$ cat src/leb_regs.svh
// Register offsets, field positions and reset values of the blanking block.
// Assumes a plain word-indexed register port with 16-bit data.
`ifndef LEB_REGS_SVH
`define LEB_REGS_SVH

// Register word indices
`define LEB_OFS_CTRL      4'h0
`define LEB_OFS_AUX       4'h1
`define LEB_OFS_DURATION  4'h2
`define LEB_OFS_STATUS    4'h3

// Control register: writable bits and reserved field
`define LEB_CTRL_RESET    16'h0000
`define LEB_CTRL_WMASK    16'hfc3f
`define LEB_CTRL_RSVD_HI  9
`define LEB_CTRL_RSVD_LO  6

// Auxiliary control: source select field
`define LEB_AUX_SEL_W     2
`define LEB_AUX_SEL_HI    1
`define LEB_AUX_SEL_LO    0
`define LEB_AUX_RESET     2'h0

// Blanking duration in module clocks
`define LEB_DURATION_RESET 16'h0000

// Status register bit positions
`define LEB_STAT_EDGE     0
`define LEB_STAT_STATE    1
`define LEB_STAT_FAULT    2
`define LEB_STAT_CURLIM   3

// Data width of the register port
`define LEB_DATA_W        16
`define LEB_ZERO16        16'h0000

`endif

$ cat src/leb_pkg.sv
// Types shared by the blanking block and its submodules.
// Assumes the constants of leb_regs.svh for widths.
`include "leb_regs.svh"

package leb_pkg;

	// Control register layout, most significant bit first
	typedef struct packed {
		logic       hi_rise_trig_en;
		logic       hi_fall_trig_en;
		logic       lo_rise_trig_en;
		logic       lo_fall_trig_en;
		logic       fault_blank_en;
		logic       curlim_blank_en;
		logic [3:0] rsvd;
		logic       sel_sig_high_blank_en;
		logic       sel_sig_low_blank_en;
		logic       hi_out_high_blank_en;
		logic       hi_out_low_blank_en;
		logic       lo_out_high_blank_en;
		logic       lo_out_low_blank_en;
	} leb_ctrl_t;

	// Synchronised external inputs
	typedef struct packed {
		logic       fault;
		logic       curlim;
		logic [3:0] src;
	} leb_ext_t;

endpackage

$ cat src/leb_blanking.sv
// Leading-edge and state blanking for one PWM generator.
// Assumes PWM outputs come from logic on clk_i; fault, current-limit and
// blanking sources come from pins and are synchronised here.
//
// The placing of the registers and the strobed register port are this design's own decisions.
`timescale 1ns/1ps
`default_nettype none
`include "leb_regs.svh"

// Contract
// RULE_01: A high-side rising edge restarts the blanking counter only when its trigger enable is set.
// RULE_02: A high-side falling edge restarts the blanking counter only when its trigger enable is set.
// RULE_03: A low-side rising edge restarts the blanking counter only when its trigger enable is set.
// RULE_04: A low-side falling edge restarts the blanking counter only when its trigger enable is set.
// RULE_05: Edge blanking masks the fault input only while the fault blanking enable is set.
// RULE_06: Edge blanking masks the current-limit input only while the current-limit blanking enable is set.
// RULE_07: With its enable set, a high selected blanking signal suppresses fault and current-limit inputs.
// RULE_08: With its enable set, a low selected blanking signal suppresses fault and current-limit inputs.
// RULE_09: With its enable set, a high high-side output suppresses fault and current-limit inputs.
// RULE_10: With its enable set, a low high-side output suppresses fault and current-limit inputs.
// RULE_11: With its enable set, a high low-side output suppresses fault and current-limit inputs.
// RULE_12: With its enable set, a low low-side output suppresses fault and current-limit inputs.
// RULE_13: The selected blanking signal is picked by a source select field in the auxiliary control register.
// RULE_14: Control bits 9 to 6 read as zero and every implemented control bit resets to zero.
// RULE_15: An input is masked when either its enabled edge blanking is active or any enabled state condition holds.
module leb_blanking #(
	parameter int AW   = 4,
	parameter int CW   = 16,
	parameter int NSRC = 4
) (
	// Clock and reset
	input  wire logic          clk_i,
	input  wire logic          nrst_i,
	// Register port
	input  wire logic [AW-1:0] addr_i,
	input  wire logic [15:0]   wdata_i,
	input  wire logic          wr_i,
	input  wire logic          rd_i,
	output logic      [15:0]   rdata_o,
	// PWM outputs, same clock
	input  wire logic          pwm_high_side_out_i,
	input  wire logic          pwm_low_side_out_i,
	// External inputs from pins
	input  wire logic          fault_raw_i,
	input  wire logic          curlim_raw_i,
	input  wire logic [3:0]    blank_src_i,
	// Blanked results
	output logic               fault_o,
	output logic               curlim_o,
	output logic               edge_blank_o,
	output logic               state_blank_o
);

	// Register address match, used by write and read decode
	function automatic logic hit(input logic [AW-1:0] a,
	                             input logic [3:0]    ofs);
		hit = (a == AW'(ofs));
	endfunction

	// Software-visible state
	leb_pkg::leb_ctrl_t             ctrl;
	logic [`LEB_AUX_SEL_W-1:0]      blank_source_select;
	logic [CW-1:0]                  blank_duration;

	// Edge detection and blanking state
	logic                           hi_q;
	logic                           lo_q;
	logic                           hi_rise;
	logic                           hi_fall;
	logic                           lo_rise;
	logic                           lo_fall;
	logic                           restart;
	logic [CW-1:0]                  edge_count;
	logic                           edge_active;
	logic                           sel_sig;
	logic                           state_blank;
	logic                           fault_mask;
	logic                           curlim_mask;
	leb_pkg::leb_ext_t              ext;
	logic [15:0]                    next_rdata;

	// Pin inputs pass two flops before any logic sees them
	leb_sync #(
		.W ($bits(leb_pkg::leb_ext_t))
	) u_sync (
		.clk_i  (clk_i),
		.nrst_i (nrst_i),
		.d_i    ({fault_raw_i, curlim_raw_i, blank_src_i}),
		.q_o    (ext)
	);

	// Control register; reserved bits are masked off on write
	always_ff @(posedge clk_i) begin
		if (!nrst_i) begin
			ctrl <= leb_pkg::leb_ctrl_t'(`LEB_CTRL_RESET); // RULE_14
		end else if (wr_i && hit(addr_i, `LEB_OFS_CTRL)) begin
			ctrl <= leb_pkg::leb_ctrl_t'(wdata_i & `LEB_CTRL_WMASK); // RULE_14
		end
	end

	// Auxiliary control holds the blanking source select
	always_ff @(posedge clk_i) begin
		if (!nrst_i) begin
			blank_source_select <= `LEB_AUX_RESET;
		end else if (wr_i && hit(addr_i, `LEB_OFS_AUX)) begin
			blank_source_select <=
				wdata_i[`LEB_AUX_SEL_HI:`LEB_AUX_SEL_LO]; // RULE_13
		end
	end

	// Blanking duration; zero disables edge blanking entirely
	always_ff @(posedge clk_i) begin
		if (!nrst_i) begin
			blank_duration <= CW'(`LEB_DURATION_RESET);
		end else if (wr_i && hit(addr_i, `LEB_OFS_DURATION)) begin
			blank_duration <= CW'(wdata_i);
		end
	end

	// Previous PWM levels; reset low so an output high at release
	// counts as a rising edge on the first cycle
	always_ff @(posedge clk_i) begin
		if (!nrst_i) begin
			hi_q <= 1'b0;
			lo_q <= 1'b0;
		end else begin
			hi_q <= pwm_high_side_out_i;
			lo_q <= pwm_low_side_out_i;
		end
	end

	// Edge detect on the PWM outputs
	assign hi_rise = pwm_high_side_out_i & ~hi_q;
	assign hi_fall = ~pwm_high_side_out_i & hi_q;
	assign lo_rise = pwm_low_side_out_i & ~lo_q;
	assign lo_fall = ~pwm_low_side_out_i & lo_q;

	// Enabled edges restart the counter
	always_comb begin
		restart = 1'b0;
		if (ctrl.hi_rise_trig_en && hi_rise) begin
			restart = 1'b1; // RULE_01
		end
		if (ctrl.hi_fall_trig_en && hi_fall) begin
			restart = 1'b1; // RULE_02
		end
		if (ctrl.lo_rise_trig_en && lo_rise) begin
			restart = 1'b1; // RULE_03
		end
		if (ctrl.lo_fall_trig_en && lo_fall) begin
			restart = 1'b1; // RULE_04
		end
	end

	// Blanking counter
	leb_counter #(
		.CW (CW)
	) u_counter (
		.clk_i    (clk_i),
		.nrst_i   (nrst_i),
		.load_i   (restart),
		.period_i (blank_duration),
		.count_o  (edge_count),
		.active_o (edge_active)
	);

	// Selected external blanking signal
	assign sel_sig = ext.src[blank_source_select]; // RULE_13

	// State blanking: any enabled level condition
	always_comb begin
		state_blank = 1'b0;
		if (ctrl.sel_sig_high_blank_en && sel_sig) begin
			state_blank = 1'b1; // RULE_07
		end
		if (ctrl.sel_sig_low_blank_en && !sel_sig) begin
			state_blank = 1'b1; // RULE_08
		end
		if (ctrl.hi_out_high_blank_en && pwm_high_side_out_i) begin
			state_blank = 1'b1; // RULE_09
		end
		if (ctrl.hi_out_low_blank_en && !pwm_high_side_out_i) begin
			state_blank = 1'b1; // RULE_10
		end
		if (ctrl.lo_out_high_blank_en && pwm_low_side_out_i) begin
			state_blank = 1'b1; // RULE_11
		end
		if (ctrl.lo_out_low_blank_en && !pwm_low_side_out_i) begin
			state_blank = 1'b1; // RULE_12
		end
	end

	// Edge blanking is gated per input, state blanking hits both
	assign fault_mask  = (ctrl.fault_blank_en & edge_active) // RULE_05
	                   | state_blank;                        // RULE_15
	assign curlim_mask = (ctrl.curlim_blank_en & edge_active) // RULE_06
	                   | state_blank;                         // RULE_15

	// Registered results; one cycle of latency after the mask decision
	always_ff @(posedge clk_i) begin
		if (!nrst_i) begin
			fault_o       <= 1'b0;
			curlim_o      <= 1'b0;
			edge_blank_o  <= 1'b0;
			state_blank_o <= 1'b0;
		end else begin
			fault_o       <= ext.fault & ~fault_mask;   // RULE_05
			curlim_o      <= ext.curlim & ~curlim_mask; // RULE_06
			edge_blank_o  <= edge_active;
			state_blank_o <= state_blank;
		end
	end

	// Read decode; unmapped words read as zero
	always_comb begin
		next_rdata = `LEB_ZERO16;
		if (hit(addr_i, `LEB_OFS_CTRL)) begin
			next_rdata = ctrl; // RULE_14
		end else if (hit(addr_i, `LEB_OFS_AUX)) begin
			next_rdata[`LEB_AUX_SEL_HI:`LEB_AUX_SEL_LO] =
				blank_source_select;
		end else if (hit(addr_i, `LEB_OFS_DURATION)) begin
			next_rdata = 16'(blank_duration);
		end else if (hit(addr_i, `LEB_OFS_STATUS)) begin
			next_rdata[`LEB_STAT_EDGE]   = edge_blank_o;
			next_rdata[`LEB_STAT_STATE]  = state_blank_o;
			next_rdata[`LEB_STAT_FAULT]  = fault_o;
			next_rdata[`LEB_STAT_CURLIM] = curlim_o;
		end
	end

	// Read data stand only in the cycle after the strobe
	always_ff @(posedge clk_i) begin
		if (!nrst_i) begin
			rdata_o <= `LEB_ZERO16;
		end else if (rd_i) begin
			rdata_o <= next_rdata;
		end else begin
			rdata_o <= `LEB_ZERO16;
		end
	end
endmodule // leb_blanking
`default_nettype wire

$ cat src/leb_counter.sv
// Leading-edge blanking down-counter.
// Assumes load_i is a one-cycle trigger from logic on the same clock.
`timescale 1ns/1ps
`default_nettype none

module leb_counter #(
	parameter int CW = 16
) (
	// Clock and reset
	input  wire logic          clk_i,
	input  wire logic          nrst_i,
	// Control
	input  wire logic          load_i,
	input  wire logic [CW-1:0] period_i,
	// State
	output logic      [CW-1:0] count_o,
	output logic               active_o
);

	// Restart wins over counting, so a new edge extends blanking
	always_ff @(posedge clk_i) begin
		if (!nrst_i) begin
			count_o <= '0;
		end else if (load_i) begin
			count_o <= period_i;
		end else if (count_o != '0) begin
			count_o <= count_o - CW'(1);
		end
	end

	assign active_o = (count_o != '0);

endmodule // leb_counter
`default_nettype wire

$ cat src/leb_sync.sv
// Two-stage synchroniser for a group of external levels.
// Assumes inputs are asynchronous to clk_i; only stage two is read.
`timescale 1ns/1ps
`default_nettype none

module leb_sync #(
	parameter int W = 6
) (
	// Clock and reset
	input  wire logic         clk_i,
	input  wire logic         nrst_i,
	// Levels
	input  wire logic [W-1:0] d_i,
	output logic      [W-1:0] q_o
);

	logic [W-1:0] meta;

	// First stage feeds only the second stage
	always_ff @(posedge clk_i) begin
		if (!nrst_i) begin
			meta <= '0;
			q_o  <= '0;
		end else begin
			meta <= d_i;
			q_o  <= meta;
		end
	end

endmodule // leb_sync
`default_nettype wire

$ cat config.mk
export PLATFORM = sky130hd
export DESIGN_NAME = leb_blanking
export DESIGN_NICKNAME = d
export VERILOG_FILES = /design/src/leb_pkg.sv /design/src/leb_blanking.sv /design/src/leb_counter.sv /design/src/leb_sync.sv
export VERILOG_INCLUDE_DIRS = /design/src /design/src/src
export SDC_FILE = /design/constraint.sdc
export NUM_CORES = 1
export LEC_CHECK = 0
export ABC_AREA = 1
export BUFFER_PORTS_ARGS = -buffer_cell sky130_fd_sc_hd__buf_2
export CORE_AREA = 2 2 128 68
export CTS_BUF_LIST = sky130_fd_sc_hd__clkbuf_4
export DETAILED_ROUTE_END_ITERATION = 7
export DIE_AREA = 0 0 130 70
export PLACE_DENSITY = 0.68
export SYNTH_ARGS = -nofsm -noshare
export SYNTH_HDL_FRONTEND = slang
export SYNTH_HIERARCHICAL = 1
export SYNTH_SLANG_ARGS = --single-unit
$ cat constraint.sdc
create_clock -name clk_i -period 2.6 [get_ports clk_i]
set_input_delay 0.26 -clock clk_i [delete_from_list [all_inputs] [get_ports clk_i]]
set_output_delay 0.26 -clock clk_i [all_outputs]
set_load 0.005 [all_outputs]
==> results of run 1 <==
[cell type report]
class | instances | area (sq um)
Clock buffer | 9 | 67.6
Fill cell | 842 | 4210
Clock inverter | 7 | 76.3
Sequential cell | 80 | 1600
Multi-Input combinational cell | 327 | 1560
Timing Repair Buffer | 59 | 330
Inverter | 52 | 200
Tap cell | 117 | 146
[per-layer routing]
layer	up-vias	wire, um
met1	1375	4580
met5	-	0
li1	1578	-
met3	8	723
met2	111	3190
met4	0	55
[state kept, by name, indices dropped and copies added, names as in the netlist]
register / count
blank_duration: 16
rdata_o: 16
u_counter/count_o: 16
ctrl: 12
u_sync/meta: 6
u_sync/q_o: 6
blank_source_select: 2
curlim_o: 1
edge_blank_o: 1
fault_o: 1
hi_q: 1
lo_q: 1
state_blank_o: 1
[power groups by stage]
| stage | clock network (mW) | registers (mW) | logic [mW] |
|---|---|---|---|
| after floorplan | 0 | 1.48 | 1.02 |
| after global placement | 0 | 1.51 | 1.23 |
| after detailed placement | 0 | 1.51 | 1.26 |
| after CTS | 0.786 | 1.48 | 1.27 |
| after global routing | 0.839 | 1.51 | 1.44 |
| final | 0.767 | 1.49 | 1.29 |
[how the worst max path moves through the flow]
stage / end / slack [ns] / cells past startpoint
floorplan: u_counter/count_o[0]$_SDFFE_PN0P_ / 1.23 / 7
global placement: u_counter/count_o[1]$_SDFFE_PN0P_ / 0.99 / 8
detailed placement: u_counter/count_o[0]$_SDFFE_PN0P_ / 0.98 / 8
CTS: u_counter/count_o[0]$_SDFFE_PN0P_ / 1.01 / 6
global route: u_counter/count_o[1]$_SDFFE_PN0P_ / 0.85 / 6
finish: u_counter/count_o[0]$_SDFFE_PN0P_ / 0.96 / 6
[through the flow]
stage	power (mW)	setup WS, ns	util (%)	hold slack [ns]	cells
2_1_floorplan	2.49	1.23	-	0.353	473
3_3_place_gp	2.74	0.989	46.1	0.398	629
3_5_place_dp	2.77	0.980	46.1	0.397	629
4_1_cts	3.54	1.01	48.6	0.0121	651
5_1_grt	3.79	0.846	48.6	0.00767	651
6_report	3.54	0.957	48.6	0.0310	651
[worst max-delay path, delay by kind of cell (launching register included)]
family / cells / cell delay, ns
and+or+nand+nor: 3 / 0.46
AOI/OAI and AO/OA: 2 / 0.40
DFF: 1 / 0.37
buffers and inverters: 1 / 0.29
[cells in the mapped netlist]
master	count	area share, %
o21ai_1	13	1.9
buf_4	3	0.65
ha_1	1	0.36
clkinv_1	1	0.11
nand2_4	2	0.65
xor2_1	6	1.5
a21boi_0	1	0.22
nor3_2	1	0.29
inv_1	43	4.7
nand2_2	3	0.54
xnor2_1	1	0.25
inv_4	2	0.36
nand4_1	4	0.72
nor2_2	16	2.9
nand3_4	2	1.0
buf_12	1	0.58
nand3_1	15	2.2
buf_6	2	0.65
inv_2	6	0.65
nor2_8	2	1.2
nor2_4	6	2.0
clkbuf_1	5	0.54
o221ai_1	1	0.25
buf_2	3	0.43
o21ai_0	26	3.8
a21oi_1	22	3.2
nand2_1	119	13
nor2_1	85	9.2
nand3b_1	1	0.22
dfxtp_1	80	46
[cells by family (layout without fill, tap and decap cells)]
logic type	count (synthesis)	count (layout)
fa+ha+maj	1	1
compound gates	63	63
simple gates	256	256
xor+xnor	7	7
buf+inv	66	127
flops	80	80
[timing repair]
action | in CTS | in global routing
endpoints found under the setup margin | 0 | 0
buffers inserted | 0 | 0
hold buffers | 6 | 0
endpoints found under the hold margin | 6 | 0
==> impl_metrics.json, run 1 <==
{
  "die_w_um": 130,
  "hold_start": "wdata_i[8]",
  "worstMarginPinSlew_ns": 0.493,
  "io_pins": 52,
  "ys_warn_count": 6,
  "dr_total_vias": 3072,
  "synth-simple-area-share_pct": 33.7,
  "cts_resized": 0,
  "peakVddDrop_mv": 0.350,
  "p_comb_share_pct": 36.4,
  "finalCritPeriodShare_pct": 63.2,
  "clock_latency_ns": 0.45,
  "dieArea_sq_mm": 0.00910,
  "first_global_vias": 2734,
  "min_path_cells": 3,
  "core_sq_mm": 0.00820,
  "status": "finished, final reports clean",
  "critPathSlowestCell": "dfxtp_1",
  "cts_tree": "done",
  "hold_end": "blank_duration[8]$_SDFFE_PN0P_",
  "track_usage_pct": 19.9,
  "port_buffers": 51,
  "synth_seq_area_share_pct": 46.2,
  "clock_path_buffers": 2,
  "grt_max_degree": 54,
  "worstReg2RegStart": "hi_q$_SDFF_PN0_",
  "tns_ns": 0,
  "cts_sinks": 80,
  "dp_hpwl_um": 6240,
  "ff2ff_setup_slack_ns": 0.96,
  "layout-drive-gt1-share_pct": 20.4,
  "wl_um": 8550,
  "cp-start-kind": "flip-flop",
  "rows": 24,
  "clk_pin_slew_ns": 0.15,
  "relSlewSlack_pct": 67.1,
  "overflow": 0,
  "fin_area_sq_mm": 0.00399,
  "mostFrequentLayoutCells": "nand2_1, nor2_1, dfxtp_1, buf_2, inv_1",
  "first_iter_violations": 276,
  "fin_worst_skew_ns": 0.0196,
  "busiest_layer": "met1",
  "rsz0062_at_grt": "no",
  "path_max_fanout": 7,
  "synth_compound_area_share_pct": 9.28,
  "synth_top_family_by_area": "simple AND/OR/NAND/NOR gates",
  "required_ns": 2.93,
  "ff2ff_path_depth": 6,
  "layout_commonest_cell": "nand2_1",
  "synthMuxAreaShare_pct": 0,
  "p_clk_share_pct": 21.6,
  "worstReg2RegEnd": "u_counter/count_o[0]$_SDFFE_PN0P_",
  "die_y_um": 70,
  "worst_setup_path_end_kind": "flip-flop",
  "fin_crit_ns": 1.64,
  "ys_ff_latch": 80,
  "synthAdderAreaFrac_pct": 0.361,
  "grt_util_met1_pct": 30.7,
  "synth_xor_area_share_pct": 1.77,
  "drcViolationCount": 0,
  "crit_type": "flip-flop to flip-flop",
  "syn-num-nets": 506,
  "hold_viol": 0,
  "p_leak_nw": 1.94,
  "avgViaCountPerCell": 4.72,
  "diodes": 0,
  "gr-usage-met3_pct": 7.36,
  "seqPwrFrac_pct": 42.0,
  "ant_nets": 0,
  "critPathLaunch": "hi_q$_SDFF_PN0_",
  "synthCells": 473,
  "cts-root-buf": "clkbuf_4",
  "met2_usage_pct": 26.1,
  "num-nets-final": 562,
  "critPathMaxStageDelay_ns": 0.37,
  "path_cells": "a21boi_0 -> o221ai_1 -> inv_1 -> nand4_1 -> nor2_1 -> nor3_2",
  "swShare_pct": 40.3,
  "initial_utilization_pct": 42.2,
  "slew_viol_final": 0,
  "power_density_mw_per_mm2": 889,
  "switchingPower_mw": 1.43,
  "setup_viol": 0,
  "avgSynthCellArea_sq_um": 7.32,
  "placed_area_sq_mm": 0.00378,
  "dr.pass1.iters": 5,
  "gp_congestion": 0.842,
  "post_synth_num_cell_types": 30,
  "power.internal_mw": 2.12,
  "critPathArrivalTime_ns": 1.98,
  "fmax_ghz": 0.608,
  "syn-cell-area_sq_mm": 0.00346,
  "drv_cap": 0,
  "cts_buffers": 9,
  "hold_class": "input port to flip-flop",
  "antenna_found_initial": 0,
  "grt_pass1_wl_um": 13800,
  "cts-htree-levels": 3,
  "wl_per_cell_um": 13.1,
  "synthToLayoutAreaGrowth_pct": 15.1
}
(Power assumes the default switching activity.)
==> inputs of run 2 (changes only) <==
--- a/config.mk
+++ b/config.mk
@@ -12,7 +12,7 @@
 export CTS_BUF_LIST = sky130_fd_sc_hd__clkbuf_4
 export DETAILED_ROUTE_END_ITERATION = 7
 export DIE_AREA = 0 0 130 70
-export PLACE_DENSITY = 0.68
+export PLACE_DENSITY = 0.7
 export SYNTH_ARGS = -nofsm -noshare
 export SYNTH_HDL_FRONTEND = slang
 export SYNTH_HIERARCHICAL = 1
==> constraint.sdc (replaced) <==
create_clock -name clk_i -period 1.4 [get_ports clk_i]
set_input_delay 0.14 -clock clk_i [delete_from_list [all_inputs] [get_ports clk_i]]
set_output_delay 0.14 -clock clk_i [all_outputs]
set_load 0.005 [all_outputs]
==> run 2 against run 1 <==
The flow now finishes with violations (setup timing). Worst setup slack got worse by 0.96 ns. Global-route usage increased by 1.2 points. First-iteration DRC count increased by 14%. Cell count increased by 5.2%. Sequential power increased by 89%. Total power increased by 100%. Register-to-register slack got worse by 0.96 ns. Count of clock-buffer cells in the layout unchanged. Combinational power increased by 120%. Hold slack improved by 0.0018 ns. Non-clock buffer count increased by 34. Largest power group is now combinational logic. Highest routed layer unchanged.
==> impl_metrics.json, run 2 (same netlist as run 1, synthesis figures left out) <==
{
  "seq_area_sq_mm": 0.00162,
  "track_usage_pct": 21.1,
  "setup_viol": 1,
  "dp_hpwl_um": 6620,
  "path_max_fanout": 4,
  "overflow": 0,
  "core_sq_mm": 0.00820,
  "slew_viol_final": 0,
  "worst-path-buf-inv": 1,
  "relSlewSlack_pct": 73.3,
  "p_leak_nw": 2.13,
  "hold_end": "hi_q$_SDFF_PN0_",
  "first_global_vias": 2907,
  "grt_pass1_wl_um": 14700,
  "clk_pin_slew_ns": 0.13,
  "cts_buffers": 9,
  "peakVddDrop_mv": 0.919,
  "critPathLaunch": "hi_q$_SDFF_PN0_",
  "critPathArrivalTime_ns": 1.74,
  "die_y_um": 70,
  "wl_per_cell_um": 13.6,
  "drcViolationCount": 0,
  "crit_type": "flip-flop to flip-flop",
  "worst_slack_ns": -0.000508,
  "path_cells": "a21boi_4 -> o221ai_4 -> inv_2 -> nand4_1 -> nor2_1 -> nor3_2",
  "violations": "setup timing",
  "hold_class": "input port to flip-flop",
  "initial_utilization_pct": 42.2,
  "first_iter_violations": 315,
  "worstMarginPinSlew_ns": 0.400,
  "io_pins": 52,
  "gp_congestion": 0.817,
  "top_regs": "blank_duration x16, rdata_o x16, u_counter/count_o x16",
  "antenna_found_initial": 0,
  "clock_path_buffers": 2,
  "ff2ff_path_depth": 6,
  "cts-htree-levels": 3,
  "power.total_mw": 7.10,
  "hold_viol": 0,
  "critPathMaxStageDelay_ns": 0.36,
  "whs_ns": 0.0328,
  "fill_cells": 799,
  "worst_setup_path_end_kind": "flip-flop",
  "fmax_ghz": 0.714,
  "ant_nets": 0,
  "ff2ff_setup_slack_ns": -0.0005,
  "cts_tree": "done",
  "wl_um": 9340,
  "rows": 24,
  "fin_worst_skew_ns": 0.0197,
  "multi_input_area_sq_mm": 0.00168,
  "diodes": 0,
  "dr.pass1.iters": 5,
  "required_ns": 1.74,
  "worstReg2RegEnd": "u_counter/count_o[0]$_SDFFE_PN0P_",
  "cts_sinks": 80,
  "fin_crit_ns": 1.40,
  "mostFrequentLayoutCells": "nand2_1, nor2_1, dfxtp_1, buf_2, inv_1",
  "clock_latency_ns": 0.45,
  "status": "complete, but fails checks",
  "synthToLayoutAreaGrowth_pct": 28.0,
  "port_buffers": 51,
  "critPathSlowestCell": "dfxtp_2",
  "min_path_cells": 4,
  "drv_cap": 0,
  "grt_max_degree": 23,
  "finalCritPeriodShare_pct": 100,
  "layout-drive-gt1-share_pct": 26.6,
  "dieArea_sq_mm": 0.00910,
  "cts-root-buf": "clkbuf_4",
  "dr_total_vias": 3229,
  "layout_commonest_cell": "nand2_1",
  "num-nets-final": 596,
  "hold_start": "pwm_high_side_out_i",
  "worstReg2RegStart": "hi_q$_SDFF_PN0_",
  "avgViaCountPerCell": 4.71,
  "power_density_mw_per_mm2": 1600,
  "cp_top_family": "simple AND/OR/NAND/NOR gates",
  "rsz0062_at_grt": "yes",
  "die_w_um": 130,
  "cp-start-kind": "flip-flop"
}
run 2: changes by cell type in the layout (fill, tap and decap cells not counted), moves of 6 or more:
cell,previous run,this run
dlygate4sd3_1,6,24
dfxtp_1,80,71
nor2_1,85,79
a21oi_2,0,6
dfxtp_2,0,7
buf_4,2,15
a21oi_1,22,16
run 2: per-layer routing:
layer  vias to the layer above  routed length (um)  GRT usage [%]
li1                       1650                   -              -
met1                      1457                4850           33.3
met3                         6                 732           6.90
met5                         -                   0              0
met4                         0                  55           3.82
met2                       116                3700           27.7
run 2: cell type report:
class	instances	area share, %
Multi-Input combinational cell	327	37.9
Sequential cell	80	36.5
Timing Repair Buffer	93	14.3
Inverter	52	4.74
Tap cell	117	3.30
Clock inverter	7	1.72
Clock buffer	9	1.52
run 2: power by group:
group | switching, mW | total [mW] | internal (mW)
clock | 0.870 | 1.43 | 0.562
sequential | 0.281 | 2.82 | 2.54
combinational | 1.75 | 2.85 | 1.10
run 2: through the flow:
step | cell area (sq um) | setup slack, ns | setup TNS [ns] | instances | util, %
2_1_floorplan | 3460 | 0.0275 | 0 | 473 | -
3_3_place_gp | 3860 | -0.0654 | -0.209 | 640 | 47.1
3_5_place_dp | 3860 | -0.0557 | -0.423 | 640 | 47.1
4_1_cts | 4260 | 0.00260 | 0 | 681 | 52.0
5_1_grt | 4430 | -0.0554 | -0.367 | 685 | 54.1
6_report | 4430 | -0.000508 | -0.000508 | 685 | 54.1
run 2: how the worst max path moves through the flow:
stage	to	cells after the start	slack (ns)
global route	u_counter/count_o[0]$_SDFFE_PN0P_	6	-0.06
detailed placement	u_counter/count_o[7]$_SDFFE_PN0P_	8	-0.06
floorplan	u_counter/count_o[0]$_SDFFE_PN0P_	7	0.03
finish	u_counter/count_o[0]$_SDFFE_PN0P_	6	-0.0005
global placement	u_counter/count_o[0]$_SDFFE_PN0P_	8	-0.07
CTS	u_counter/count_o[7]$_SDFFE_PN0P_	9	0.003
run 2: worst register-to-register path, stage by stage, from the launching register on:
cell and delay, ns:
dfxtp_2 0.36, a21boi_4 0.19, o221ai_4 0.17, inv_2 0.13
nand4_1 0.19, nor2_1 0.21, nor3_2 0.07
run 2: what timing repair did:
item,CTS,global route
setup endpoints to repair,16,18
hold buffers,24,0
pin swaps,1,7
resized for setup,4,42
cloned,0,1
hold endpoints to repair,36,0
setup buffers,1,3
==> inputs of run 3 (changes only) <==
--- a/config.mk
+++ b/config.mk
@@ -7,12 +7,12 @@
 export NUM_CORES = 1
 export LEC_CHECK = 0
 export ABC_AREA = 1
-export BUFFER_PORTS_ARGS = -buffer_cell sky130_fd_sc_hd__buf_2
 export CORE_AREA = 2 2 128 68
 export CTS_BUF_LIST = sky130_fd_sc_hd__clkbuf_4
 export DETAILED_ROUTE_END_ITERATION = 7
 export DIE_AREA = 0 0 130 70
-export PLACE_DENSITY = 0.7
+export DONT_BUFFER_PORTS = 1
+export PLACE_DENSITY = 0.64
 export SYNTH_ARGS = -nofsm -noshare
 export SYNTH_HDL_FRONTEND = slang
 export SYNTH_HIERARCHICAL = 1
==> run 3 against run 2 <==
Via count shrank 4.2%. Largest power group is now sequential cells. Sequential share of layout area grew 2.3 points. Fmax grew 4.4%. Non-clock buffer count shrank 47. Combinational power is essentially flat. Sequential cell count is the same. Cell area shrank 5.9%. Global-route usage shrank 0.053 points. Wire length shrank 2.1%. Total power shrank 2.5%. The run now ends clean. Highest routed layer is now met5. Register-to-register slack gained 0.06 ns. Worst setup slack gained 0.059 ns.
==> impl_metrics.json, run 3 (same netlist as run 1, synthesis figures left out) <==
{
  "cts_sinks": 80,
  "diodes": 0,
  "worstMarginPinSlew_ns": 0.506,
  "fmax_ghz": 0.745,
  "layout_commonest_cell": "nand2_1",
  "mostFrequentLayoutCells": "nand2_1, nor2_1, dfxtp_1, inv_1, dlygate4sd3_1",
  "crit_type": "flip-flop to flip-flop",
  "wl_per_cell_um": 14.4,
  "synthToLayoutAreaGrowth_pct": 20.4,
  "required_ns": 1.74,
  "fin_worst_skew_ns": 0.0124,
  "path_cells": "nor2_4 -> nand2_2 -> nor2_4 -> nand4_1 -> nor2_1 -> nor2_1",
  "dieArea_sq_mm": 0.00910,
  "slew_viol_final": 0,
  "utilization_pct": 50.9,
  "status": "finished, final reports clean",
  "power_density_mw_per_mm2": 1660,
  "dr_total_vias": 3092,
  "gp_congestion": 0.904,
  "dp_hpwl_um": 6270,
  "top_regs": "blank_duration x16, rdata_o x16, u_counter/count_o x16",
  "die_w_um": 130,
  "clock_latency_ns": 0.43,
  "drv_cap": 0,
  "hold_viol": 0,
  "power.total_mw": 6.93,
  "first_global_vias": 2851,
  "cts_buffers": 9,
  "track_usage_pct": 21.1,
  "critPathSlowestCell": "dfxtp_2",
  "hold_class": "input port to flip-flop",
  "setup_viol": 0,
  "p_leak_nw": 1.88,
  "worst_setup_path_end_kind": "flip-flop",
  "rsz0062_at_grt": "yes",
  "critPathMaxStageDelay_ns": 0.37,
  "finalCritPeriodShare_pct": 95.8,
  "fin_crit_ns": 1.34,
  "grt_pass1_wl_um": 14700,
  "fill_cells": 799,
  "rows": 24,
  "peakVddDrop_mv": 0.637,
  "clock_path_buffers": 2,
  "grt_max_degree": 54,
  "initial_utilization_pct": 42.2,
  "num-nets-final": 549,
  "cp-start-kind": "flip-flop",
  "critPathArrivalTime_ns": 1.68,
  "die_y_um": 70,
  "cts-root-buf": "clkbuf_4",
  "overflow": 0,
  "antenna_found_initial": 1,
  "first_iter_violations": 265,
  "path_max_fanout": 4,
  "clk_pin_slew_ns": 0.12,
  "drcViolationCount": 0,
  "cts-htree-levels": 3,
  "avgViaCountPerCell": 4.85,
  "core_sq_mm": 0.00820,
  "dr.pass1.iters": 5,
  "relSlewSlack_pct": 66.2,
  "layout-drive-gt1-share_pct": 16.7,
  "cts_tree": "done",
  "port_buffers": 0,
  "ant_nets": 0,
  "io_pins": 52,
  "wl_um": 9140
}
[run 3: changes by cell type in the layout (fill, tap and decap cells not counted), moves of 3 or more]
cell           before  now
a21oi_2             6    1
buf_2              52    0
nor2_2             17   14
clkinv_1            1    4
a21oi_1            16   21
dlygate4sd3_1      24   31
[run 3: final cells by class]
class / count / area (sq um) / area share [%]
Clock buffer: 9 / 67.6 / 1.62
Clock inverter: 6 / 51.3 / 1.23
Inverter: 52 / 211 / 5.07
Multi-Input combinational cell: 327 / 1640 / 39.3
Tap cell: 117 / 146 / 3.51
Sequential cell: 80 / 1620 / 38.8
Timing Repair Buffer: 46 / 435 / 10.4
[run 3: metrics by stage]
step / cell area (sq um) / std cells / setup TNS (ns) / worst slack [ns] / hold slack, ns
3_5_place_dp: 3550 / 581 / -0.547 / -0.0589 / 0.239
6_report: 4170 / 637 / 0 / 0.0586 / 0.0367
5_1_grt: 4170 / 637 / -0.188 / -0.0504 / 0.00359
3_3_place_gp: 3550 / 581 / -0.0266 / -0.00707 / 0.236
2_1_floorplan: 3460 / 473 / 0 / 0.0275 / 0.233
4_1_cts: 4010 / 629 / -0.00678 / -0.00678 / 0.00730
[run 3: worst paths after layout]
check / startpoint / endpoint / slack, ns / cells after the start
min reg2reg: u_sync/meta[3]$_SDFF_PN0_ / u_sync/q_o[3]$_SDFF_PN0_ / 0.41 / 2
min: rd_i / rdata_o[12]$_SDFF_PN0_ / 0.04 / 2
max reg2reg: u_counter/count_o[4]$_SDFFE_PN0P_ / u_counter/count_o[1]$_SDFFE_PN0P_ / 0.06 / 6
max: u_counter/count_o[4]$_SDFFE_PN0P_ / u_counter/count_o[1]$_SDFFE_PN0P_ / 0.06 / 6
[run 3: metal layers]
| metal | track usage [%] | wire length, um |
|---|---|---|
| met4 | 7.05 | 146 |
| met2 | 27.9 | 3640 |
| met3 | 7.43 | 808 |
| met1 | 31.0 | 4500 |
| met5 | 4.71 | 51 |
[run 3: timing repair]
item	in CTS	in global routing
setup buffers	1	8
gates resized for setup	3	33
endpoints found under the setup margin	16	19
endpoints found under the hold margin	66	0
pin swaps	0	7
hold buffers	32	0
[run 3: report_power, final]
group / internal [mW] / switching [mW] / total, mW
clock network: 0.512 / 0.767 / 1.28
logic: 1.12 / 1.70 / 2.82
registers: 2.55 / 0.282 / 2.83
[run 3: worst max-delay path: cells and delay by family (launching register included)]
family	cells	cell delay [ns]
DFF	1	0.37
and+or+nand+nor	6	0.88
